===== src/common/crw_pkg.sv =====
/*
 * Constants shared by the chip reset watchdog: register indices, field
 * positions, reset values and bus response codes.
 * Assumes a 32-bit AXI4-Lite register bus whose byte address is four times
 * the register index.
 */
package crw_pkg;

    // Bus geometry.
    localparam int          ADDR_W      = 18;
    localparam int          DATA_W      = 32;
    localparam int          STRB_W      = 4;
    localparam int          IDX_W       = 16;

    // Register indices; the byte address is the index shifted left by two.
    localparam logic [15:0] IDX_CONTROL    = 16'hf020;
    localparam logic [15:0] IDX_LIVE_COUNT = 16'hf021;
    localparam logic [15:0] IDX_WRAP_VALUE = 16'hf022;
    localparam logic [15:0] IDX_DOWN_COUNT = 16'hf023;
    localparam logic [15:0] IDX_TRIGGERED  = 16'hf024;
    localparam logic [15:0] IDX_EVT_STATUS = 16'hf025;
    localparam logic [15:0] IDX_EVT_MASK   = 16'hf026;
    localparam logic [1:0]  ADDR_LSB_ZERO  = 2'h0;

    // Field positions.
    localparam int          CTRL_COUNT_EN = 0;
    localparam int          CTRL_RESET_EN = 1;
    localparam int          CTRL_W        = 2;
    localparam int          TRIG_FLAG     = 0;
    localparam int          EVT_TIMEOUT   = 0;
    localparam int          EVT_WRAP      = 1;
    localparam int          EVT_W         = 2;

    // Counter widths and reset values.
    localparam int          PRESCALE_W    = 16;
    localparam int          COUNT_W       = 12;
    localparam int          FIELD_MAX_W   = 16;
    localparam logic [15:0] WRAP_RESET    = 16'hffff;
    localparam logic [15:0] COUNT_RESET   = 16'h0fff;

    // AXI responses.
    localparam logic [1:0]  RESP_OKAY     = 2'h0;
    localparam logic [1:0]  RESP_SLVERR   = 2'h2;

endpackage


===== src/rtl/crw_counter.sv =====
/*
 * Prescaler and timeout down-counter of the chip reset watchdog.
 * Assumes tick is a one-cycle pulse per crystal rising edge, already synchronised
 * to aclk, and that load has priority over counting.
 */
`timescale 1ns/1ps

module crw_counter #(
    parameter int PRESCALE_W = 16,
    parameter int COUNT_W    = 12
) (
    // Clock and reset.
    input  wire logic                  aclk,
    input  wire logic                  aresetn,
    // Control.
    input  wire logic                  tick,
    input  wire logic                  count_en,
    input  wire logic [PRESCALE_W-1:0] wrap_value,
    input  wire logic                  load,
    input  wire logic [COUNT_W-1:0]    load_value,
    // State.
    output logic      [PRESCALE_W-1:0] prescale,
    output logic      [COUNT_W-1:0]    down_count,
    output logic                       wrap_pulse
);

    logic                  step;
    logic                  at_wrap;
    logic                  at_zero;
    logic [PRESCALE_W-1:0] next_prescale;
    logic [COUNT_W-1:0]    next_down_count;

    assign step    = tick & count_en;
    assign at_wrap = (prescale == wrap_value);
    assign at_zero = (down_count == '0);

    assign next_prescale = !step ? prescale :
                           at_wrap ? '0 : prescale + PRESCALE_W'(1);

    // decrement once per wrap, stopping at zero
    assign next_down_count = load ? load_value :
                             (step && at_wrap && !at_zero) ? down_count - COUNT_W'(1) :
                             down_count;

    always_ff @(posedge aclk)
    begin
        if (!aresetn)
        begin
            prescale   <= '0;
            down_count <= crw_pkg::COUNT_RESET[COUNT_W-1:0];
            wrap_pulse <= 1'b0;
        end
        else
        begin
            prescale   <= next_prescale;
            down_count <= next_down_count;
            wrap_pulse <= step & at_wrap;
        end
    end

endmodule


===== src/rtl/crw_top.sv =====
/*
 * Chip reset watchdog: AXI4-Lite register slave, crystal input
 * synchroniser, timeout reset request and event interrupt.
 * Assumes aresetn is the power-on reset only, and that the crystal input
 * toggles slower than half the aclk rate.
 */
// The AXI4-Lite register port was decided locally.
`timescale 1ns/1ps

module crw_top #(
    parameter int PRESCALE_W = crw_pkg::PRESCALE_W,
    parameter int COUNT_W    = crw_pkg::COUNT_W
) (
    // Clock and power-on reset.
    input  wire logic                        aclk,
    input  wire logic                        aresetn,
    // AXI4-Lite write address.
    input  wire logic [crw_pkg::ADDR_W-1:0]  s_axi_awaddr,
    input  wire logic [2:0]                  s_axi_awprot,
    input  wire logic                        s_axi_awvalid,
    output logic                             s_axi_awready,
    // AXI4-Lite write data.
    input  wire logic [crw_pkg::DATA_W-1:0]  s_axi_wdata,
    input  wire logic [crw_pkg::STRB_W-1:0]  s_axi_wstrb,
    input  wire logic                        s_axi_wvalid,
    output logic                             s_axi_wready,
    // AXI4-Lite write response.
    output logic [1:0]                       s_axi_bresp,
    output logic                             s_axi_bvalid,
    input  wire logic                        s_axi_bready,
    // AXI4-Lite read address.
    input  wire logic [crw_pkg::ADDR_W-1:0]  s_axi_araddr,
    input  wire logic [2:0]                  s_axi_arprot,
    input  wire logic                        s_axi_arvalid,
    output logic                             s_axi_arready,
    // AXI4-Lite read data.
    output logic [crw_pkg::DATA_W-1:0]       s_axi_rdata,
    output logic [1:0]                       s_axi_rresp,
    output logic                             s_axi_rvalid,
    input  wire logic                        s_axi_rready,
    // Crystal oscillator pin.
    input  wire logic                        crystal_input,
    // Chip reset request and interrupt.
    output logic                             chip_reset_out,
    output logic                             irq
);

    generate
        if (PRESCALE_W < 1 || PRESCALE_W > crw_pkg::FIELD_MAX_W ||
            COUNT_W < 1 || COUNT_W > crw_pkg::FIELD_MAX_W)
        begin : g_bad_width
            $error("crw_top: counter widths must lie between 1 and 16");
        end
    endgenerate

    // Register byte addresses.
    localparam logic [crw_pkg::ADDR_W-1:0] A_CONTROL =
        {crw_pkg::IDX_CONTROL, crw_pkg::ADDR_LSB_ZERO};
    localparam logic [crw_pkg::ADDR_W-1:0] A_LIVE =
        {crw_pkg::IDX_LIVE_COUNT, crw_pkg::ADDR_LSB_ZERO};
    localparam logic [crw_pkg::ADDR_W-1:0] A_WRAP =
        {crw_pkg::IDX_WRAP_VALUE, crw_pkg::ADDR_LSB_ZERO};
    localparam logic [crw_pkg::ADDR_W-1:0] A_COUNT =
        {crw_pkg::IDX_DOWN_COUNT, crw_pkg::ADDR_LSB_ZERO};
    localparam logic [crw_pkg::ADDR_W-1:0] A_TRIG =
        {crw_pkg::IDX_TRIGGERED, crw_pkg::ADDR_LSB_ZERO};
    localparam logic [crw_pkg::ADDR_W-1:0] A_EVT =
        {crw_pkg::IDX_EVT_STATUS, crw_pkg::ADDR_LSB_ZERO};
    localparam logic [crw_pkg::ADDR_W-1:0] A_MASK =
        {crw_pkg::IDX_EVT_MASK, crw_pkg::ADDR_LSB_ZERO};

    // Merges write data into an old value under the byte strobes.
    function automatic logic [crw_pkg::DATA_W-1:0] merge(
        input logic [crw_pkg::DATA_W-1:0] old,
        input logic [crw_pkg::DATA_W-1:0] data,
        input logic [crw_pkg::STRB_W-1:0] strb
    );
        logic [crw_pkg::DATA_W-1:0] res;
        res = old;
        for (int i = 0; i < crw_pkg::STRB_W; i++)
        begin
            if (strb[i])
                res[i*8 +: 8] = data[i*8 +: 8];
        end
        return res;
    endfunction

    // Write and read channel state.
    logic                          aw_have;
    logic [crw_pkg::ADDR_W-1:0]    aw_addr;
    logic                          w_have;
    logic [crw_pkg::DATA_W-1:0]    w_data;
    logic [crw_pkg::STRB_W-1:0]    w_strb;
    logic                          aw_take;
    logic                          w_take;
    logic                          do_write;
    logic                          next_aw_have;
    logic                          next_w_have;
    logic                          next_bvalid;
    logic                          ar_take;
    logic                          next_rvalid;

    // Register state.
    logic [crw_pkg::CTRL_W-1:0]    control;
    logic [PRESCALE_W-1:0]         wrap_value;
    logic                          triggered;
    logic [crw_pkg::EVT_W-1:0]     evt_status;
    logic [crw_pkg::EVT_W-1:0]     evt_mask;

    // Counter core.
    logic [PRESCALE_W-1:0]         prescale;
    logic [COUNT_W-1:0]            down_count;
    logic                          wrap_pulse;

    // Crystal synchroniser and edge detect.
    logic                          xin_meta;
    logic                          xin_sync;
    logic                          xin_last;
    logic                          xin_tick;

    logic                          count_en;
    logic                          reset_en;
    logic                          at_zero;
    logic                          zero_last;
    logic                          next_chip_reset;
    logic [crw_pkg::EVT_W-1:0]     evt_set;
    logic [crw_pkg::EVT_W-1:0]     evt_clr;
    logic [crw_pkg::EVT_W-1:0]     next_evt_status;

    // Write decode.
    logic                          wsel_control;
    logic                          wsel_wrap;
    logic                          wsel_count;
    logic                          wsel_evt;
    logic                          wsel_mask;
    logic                          wsel_ro;
    logic                          wsel_ok;
    logic [crw_pkg::DATA_W-1:0]    wr_control;
    logic [crw_pkg::DATA_W-1:0]    wr_wrap;
    logic [crw_pkg::DATA_W-1:0]    wr_count;
    logic [crw_pkg::DATA_W-1:0]    wr_evt;
    logic [crw_pkg::DATA_W-1:0]    wr_mask;

    // Read decode.
    logic                          rsel_ok;
    logic [crw_pkg::DATA_W-1:0]    rd_data;

    assign aw_take      = s_axi_awvalid & s_axi_awready;
    assign w_take       = s_axi_wvalid & s_axi_wready;
    assign do_write     = aw_have & w_have & ~s_axi_bvalid;
    assign next_aw_have = (aw_have | aw_take) & ~do_write;
    assign next_w_have  = (w_have | w_take) & ~do_write;
    assign next_bvalid  = (s_axi_bvalid & ~s_axi_bready) | do_write;
    assign ar_take      = s_axi_arvalid & s_axi_arready;
    assign next_rvalid  = (s_axi_rvalid & ~s_axi_rready) | ar_take;

    assign wsel_control = (aw_addr == A_CONTROL);
    assign wsel_wrap    = (aw_addr == A_WRAP);
    assign wsel_count   = (aw_addr == A_COUNT);
    assign wsel_evt     = (aw_addr == A_EVT);
    assign wsel_mask    = (aw_addr == A_MASK);
    // Read-only registers accept a write and ignore it.
    assign wsel_ro      = (aw_addr == A_LIVE) | (aw_addr == A_TRIG);
    assign wsel_ok      = wsel_control | wsel_wrap | wsel_count | wsel_evt | wsel_mask | wsel_ro;

    assign wr_control = merge(crw_pkg::DATA_W'(control), w_data, w_strb);
    assign wr_wrap    = merge(crw_pkg::DATA_W'(wrap_value), w_data, w_strb);
    assign wr_count   = merge(crw_pkg::DATA_W'(down_count), w_data, w_strb);
    assign wr_evt     = merge('0, w_data, w_strb);
    assign wr_mask    = merge(crw_pkg::DATA_W'(evt_mask), w_data, w_strb);

    assign rsel_ok = (s_axi_araddr == A_CONTROL) | (s_axi_araddr == A_LIVE) |
                     (s_axi_araddr == A_WRAP) | (s_axi_araddr == A_COUNT) |
                     (s_axi_araddr == A_TRIG) | (s_axi_araddr == A_EVT) |
                     (s_axi_araddr == A_MASK);
    assign rd_data = (s_axi_araddr == A_CONTROL) ? crw_pkg::DATA_W'(control) :
                     (s_axi_araddr == A_LIVE)    ? crw_pkg::DATA_W'(prescale) :
                     (s_axi_araddr == A_WRAP)    ? crw_pkg::DATA_W'(wrap_value) :
                     (s_axi_araddr == A_COUNT)   ? crw_pkg::DATA_W'(down_count) :
                     (s_axi_araddr == A_TRIG)    ? crw_pkg::DATA_W'(triggered) :
                     (s_axi_araddr == A_EVT)     ? crw_pkg::DATA_W'(evt_status) :
                     (s_axi_araddr == A_MASK)    ? crw_pkg::DATA_W'(evt_mask) : '0;

    // Bus handshake registers.
    always_ff @(posedge aclk)
    begin
        if (!aresetn)
        begin
            aw_have       <= 1'b0;
            w_have        <= 1'b0;
            s_axi_awready <= 1'b0;
            s_axi_wready  <= 1'b0;
            s_axi_bvalid  <= 1'b0;
            s_axi_bresp   <= crw_pkg::RESP_OKAY;
            s_axi_arready <= 1'b0;
            s_axi_rvalid  <= 1'b0;
            s_axi_rresp   <= crw_pkg::RESP_OKAY;
            s_axi_rdata   <= '0;
        end
        else
        begin
            aw_have       <= next_aw_have;
            w_have        <= next_w_have;
            s_axi_awready <= ~next_aw_have;
            s_axi_wready  <= ~next_w_have;
            s_axi_bvalid  <= next_bvalid;
            s_axi_arready <= ~next_rvalid;
            s_axi_rvalid  <= next_rvalid;
            if (do_write)
                s_axi_bresp <= wsel_ok ? crw_pkg::RESP_OKAY : crw_pkg::RESP_SLVERR;
            if (ar_take)
            begin
                s_axi_rdata <= rd_data;
                s_axi_rresp <= rsel_ok ? crw_pkg::RESP_OKAY : crw_pkg::RESP_SLVERR;
            end
        end
    end

    // Payload capture; no reset needed since the have flags guard it.
    always_ff @(posedge aclk)
    begin
        if (aw_take)
            aw_addr <= s_axi_awaddr;
        if (w_take)
        begin
            w_data <= s_axi_wdata;
            w_strb <= s_axi_wstrb;
        end
    end

    // Only the second stage of the synchroniser feeds the edge detector.
    always_ff @(posedge aclk)
    begin
        if (!aresetn)
        begin
            xin_meta <= 1'b0;
            xin_sync <= 1'b0;
            xin_last <= 1'b0;
        end
        else
        begin
            xin_meta <= crystal_input;
            xin_sync <= xin_meta;
            xin_last <= xin_sync;
        end
    end

    assign xin_tick = xin_sync & ~xin_last;

    assign count_en = control[crw_pkg::CTRL_COUNT_EN];
    assign reset_en = control[crw_pkg::CTRL_RESET_EN];
    assign at_zero  = (down_count == '0);

    assign next_chip_reset = at_zero & count_en & reset_en;

    assign evt_set[crw_pkg::EVT_TIMEOUT] = at_zero & ~zero_last & count_en;
    assign evt_set[crw_pkg::EVT_WRAP]    = wrap_pulse;
    assign evt_clr         = (do_write & wsel_evt) ? wr_evt[crw_pkg::EVT_W-1:0] : '0;
    // A set in the same cycle as a clear wins.
    assign next_evt_status = (evt_status & ~evt_clr) | evt_set;

    // Control and configuration registers.
    always_ff @(posedge aclk)
    begin
        if (!aresetn)
        begin
            control    <= '0;
            wrap_value <= crw_pkg::WRAP_RESET[PRESCALE_W-1:0];
            evt_mask   <= '0;
        end
        else if (do_write)
        begin
            if (wsel_control)
                control <= wr_control[crw_pkg::CTRL_W-1:0];
            if (wsel_wrap)
                wrap_value <= wr_wrap[PRESCALE_W-1:0];
            if (wsel_mask)
                evt_mask <= wr_mask[crw_pkg::EVT_W-1:0];
        end
    end

    // Reset request, triggered flag and interrupt.
    always_ff @(posedge aclk)
    begin
        if (!aresetn)
        begin
            chip_reset_out <= 1'b0;
            triggered      <= 1'b0;
            zero_last      <= 1'b0;
            evt_status     <= '0;
            irq            <= 1'b0;
        end
        else
        begin
            chip_reset_out <= next_chip_reset;
            triggered      <= triggered | next_chip_reset;
            zero_last      <= at_zero;
            evt_status     <= next_evt_status;
            irq            <= |(next_evt_status & evt_mask);
        end
    end

    crw_counter #(
        .PRESCALE_W (PRESCALE_W),
        .COUNT_W    (COUNT_W)
    ) u_counter (
        .aclk       (aclk),
        .aresetn    (aresetn),
        .tick       (xin_tick),
        .count_en   (count_en),
        .wrap_value (wrap_value),
        .load       (do_write & wsel_count),
        .load_value (wr_count[COUNT_W-1:0]),
        .prescale   (prescale),
        .down_count (down_count),
        .wrap_pulse (wrap_pulse)
    );

endmodule


===== config.mk =====
export PLATFORM = sky130hd
export DESIGN_NAME = crw_top
export DESIGN_NICKNAME = d
export VERILOG_FILES = /design/src/common/crw_pkg.sv /design/src/rtl/crw_counter.sv /design/src/rtl/crw_top.sv
export SDC_FILE = /design/constraint.sdc
export NUM_CORES = 1
export LEC_CHECK = 0
export BUFFER_PORTS_ARGS = -buffer_cell sky130_fd_sc_hd__buf_2
export CORE_AREA = 2 2 88 132
export DETAILED_ROUTE_END_ITERATION = 6
export DIE_AREA = 0 0 90 134
export PLACE_DENSITY_LB_ADDON = 0.12
export REMOVE_ABC_BUFFERS = 1
export SKIP_CTS_REPAIR_TIMING = 1
export SYNTH_ARGS = -nofsm -noshare
export SYNTH_HDL_FRONTEND = slang
export SYNTH_SLANG_ARGS = --single-unit

===== constraint.sdc =====
create_clock -name aclk -period 2.6 [get_ports aclk]
set_clock_uncertainty 0.05 [all_clocks]
set_input_delay 0.39 -clock aclk [delete_from_list [all_inputs] [get_ports aclk]]
set_output_delay 0.39 -clock aclk [all_outputs]
set_load 0.01 [all_outputs]

==> metrics <==
share of cells above drive strength 1 0.238; GRT overflow 0; Final Critical Period 2.29 ns; vias per cell 5.43; detailed-route via count 4447; Cell Area, Placed 6220 um^2; CTS tree done; DRC 0; initial antenna violation count 0; status finished, final reports clean; drt total wl 13.1 mm; reg2reg path depth 8; Gate Count Post-Synth 572; register area 2740 um^2; r2r endpoint u_counter.down_count[7]; Post-Syn Area 5760 um^2; DP HPWL 9.80 mm; Buffers on Ports 86; worst-path fanout max 14; final instance area 6840 um^2; Synth async-reset ratio 0; Sink Count 119; vias in the first global route 4419; WP data required 2.82 ns; Yosys top cell by area dfxtp_1; Reg2Reg Setup Slack 0.31 ns; register area share after synthesis 0.476; crit path DAT 2.51 ns; Initial Util 0.527; Die Y 134 um; final setup margin 0.313 ns; Top delay family on crit path simple AND/OR/NAND/NOR gates; Area growth, synth to finish 18.7%; first-pass GRT wire length 21.5 mm; CTS root buffer clkbuf_16; final hold vios 0; synthesized area per cell 10.1 um^2; Lkg Pwr 0.00269 uW; Num CTS Buffers 17; CTS H-Tree Depth 4; worst hold path depth 1; top post-synthesis cells by area dfxtp_1 (29%), edfxtp_1 (19%), nor2_1 (5.0%); IO Pins 129; row cnt 47; Clock Path Buffers 2; Top FF cell, synth dfxtp_1; yosys warns 0; critical path startpoint category flop; pwr/cell area 676 nW/um^2; Ant. Diodes 0; worst path cell trace inv_1 > ha_1 > nor4b_2 > and4_1 > nor4b_4 > buf_4 > a2111oi_0 > a221oi_1; die width 90 um; period utilisation layout 0.880; post-route ant nets 0; die area 12100 um^2; Final Core Density 0.625; layout net count 748; clock slew at the register clock pins of the worst setup and hold paths 0.05 ns; number of synthesized flops with an enable pin 36; fillers 964; RSZ-0062 raised after global routing false; CP Buf/Inv Count 2; Max-Cap Viols 0; flops & latches, synth 119; largest net degree at the start of global routing 56; total core area 10900 um^2; Wirelength per Cell 16.0 um; Setup violations, final 0; Slew headroom 0.414; drt pass-1 iters 4; GPL Wtd Cong 0.888; final hold slack 0.102 ns; Worst-Margin Slew 0.879 ns; area of the multi-input gates 2730 um^2; Final Max Tran Viols 0; top cell type's share of synthesized area 0.288; Critical Path Max Stage Delay 0.43 ns; most frequent cells in the layout buf_2 (86), dfxtp_1 (83), nor2_1 (77); min-delay src s_axi_awaddr[2]; dpl ws 0.323 ns; CP max-delay cell a2111oi_0; Worst-Skew Late Latency 0.41 ns; commonest non-fill, non-tap cell in the layout buf_2; Cell variety after synth 72; Hold Path Class in -> reg; VDD IR max 0.480 mV; Worst Path Class, Setup reg -> reg; f_max 437 MHz; TNS Setup 0 ns; sink of the worst hold path aw_addr[2]; worst r2r src u_counter.down_count[0]; iteration-0 DRC count of the detailed router 289; Crit. End Element flop; GRT Resource Usage Total 0.227
==> worst register-to-register path, cell delays in order, from the launching register on <==
cell and delay (ns):
dfxtp_1 0.34, inv_1 0.13, ha_1 0.19, nor4b_2 0.22
and4_1 0.41, nor4b_4 0.08, buf_4 0.20, a2111oi_0 0.43
a221oi_1 0.09
==> logic make-up after synthesis <==
| group | Yosys count | share of synthesized area |
|---|---|---|
| AOI/OAI and AO/OA | 91 | 0.117 |
| xor gates and xnor gates | 31 | 0.0471 |
| adders and majority gates | 3 | 0.00652 |
| buffers and inverters | 57 | 0.0615 |
| DFF | 119 | 0.476 |
| muxes | 27 | 0.0469 |
| other | 1 | 0.000651 |
| and+or+nand+nor | 243 | 0.244 |
==> area by class of cell <==
class                   instances  area share
clock inverters                10      0.0220
inverters                      11     0.00604
well taps                     147      0.0269
flip-flops and latches        119       0.401
repair buffers                 97      0.0769
multi-input cells             413       0.399
clock buffers                  22      0.0679
==> cells in the mapped netlist, drive strengths merged, types with 2 or more instances <==
master   instances
a2111oi          4
a211oi           5
a21o             3
a21oi           10
a22oi           14
a31oi            3
a32oi            7
a41oi            2
and2            11
and3            13
and3b            4
and4             5
and4b            6
and4bb           2
buf             35
clkbuf          11
dfxtp           83
edfxtp          36
ha               3
inv             11
mux2i           27
nand2           38
nand2b          12
nand3           15
nand4           11
nand4b           3
nor2            89
nor2b            3
nor3            15
nor4             4
nor4b            5
o2111ai          2
o211ai           3
o21ai           13
o22ai            2
o31ai           11
o32ai            2
or2              2
or3              2
or4              2
xnor2           20
xor2            11
==> power by group <==
group	internal (uW)	total [uW]	switching, uW
combinational	75.7	190	115
clock	1640	2440	794
sequential	1970	2000	28.8
total	3680	4620	938
==> routing by layer <==
metal  global-route usage  share of wire
met5                    0              0
met1                0.249           0.39
met4                0.100          0.030
met3               0.0556          0.038
met2                0.414           0.54
==> sequential cells by signal, indices dropped and copies added, names as in the netlist, 2 cells and up <==
register and count:
w_data 16, control 2, u_counter.prescale 16, evt_mask 2, w_strb 2, u_counter.down_count 12
wrap_value 16, s_axi_rdata 16, evt_status 2, aw_addr 18
==> stage by stage <==
stage / std cells / total power (uW)
after global routing: 819 / 4770
after floorplan: 543 / 2120
after CTS: 819 / 4650
after detailed placement: 787 / 2220
final: 819 / 4620
after global placement: 787 / 2220
==> worst max path at each step <==
stage                                    endpoint                    start  cells after the start
after floorplan           u_counter.down_count[7]  u_counter.down_count[0]                      7
after global placement    u_counter.down_count[9]  u_counter.down_count[0]                      8
after detailed placement  u_counter.down_count[9]  u_counter.down_count[0]                      8
after CTS                 u_counter.down_count[9]  u_counter.down_count[0]                      8
after global routing      u_counter.down_count[9]  u_counter.down_count[0]                      8
final                     u_counter.down_count[7]  u_counter.down_count[0]                      8
Note: power is estimated with default switching activity, not from simulation.
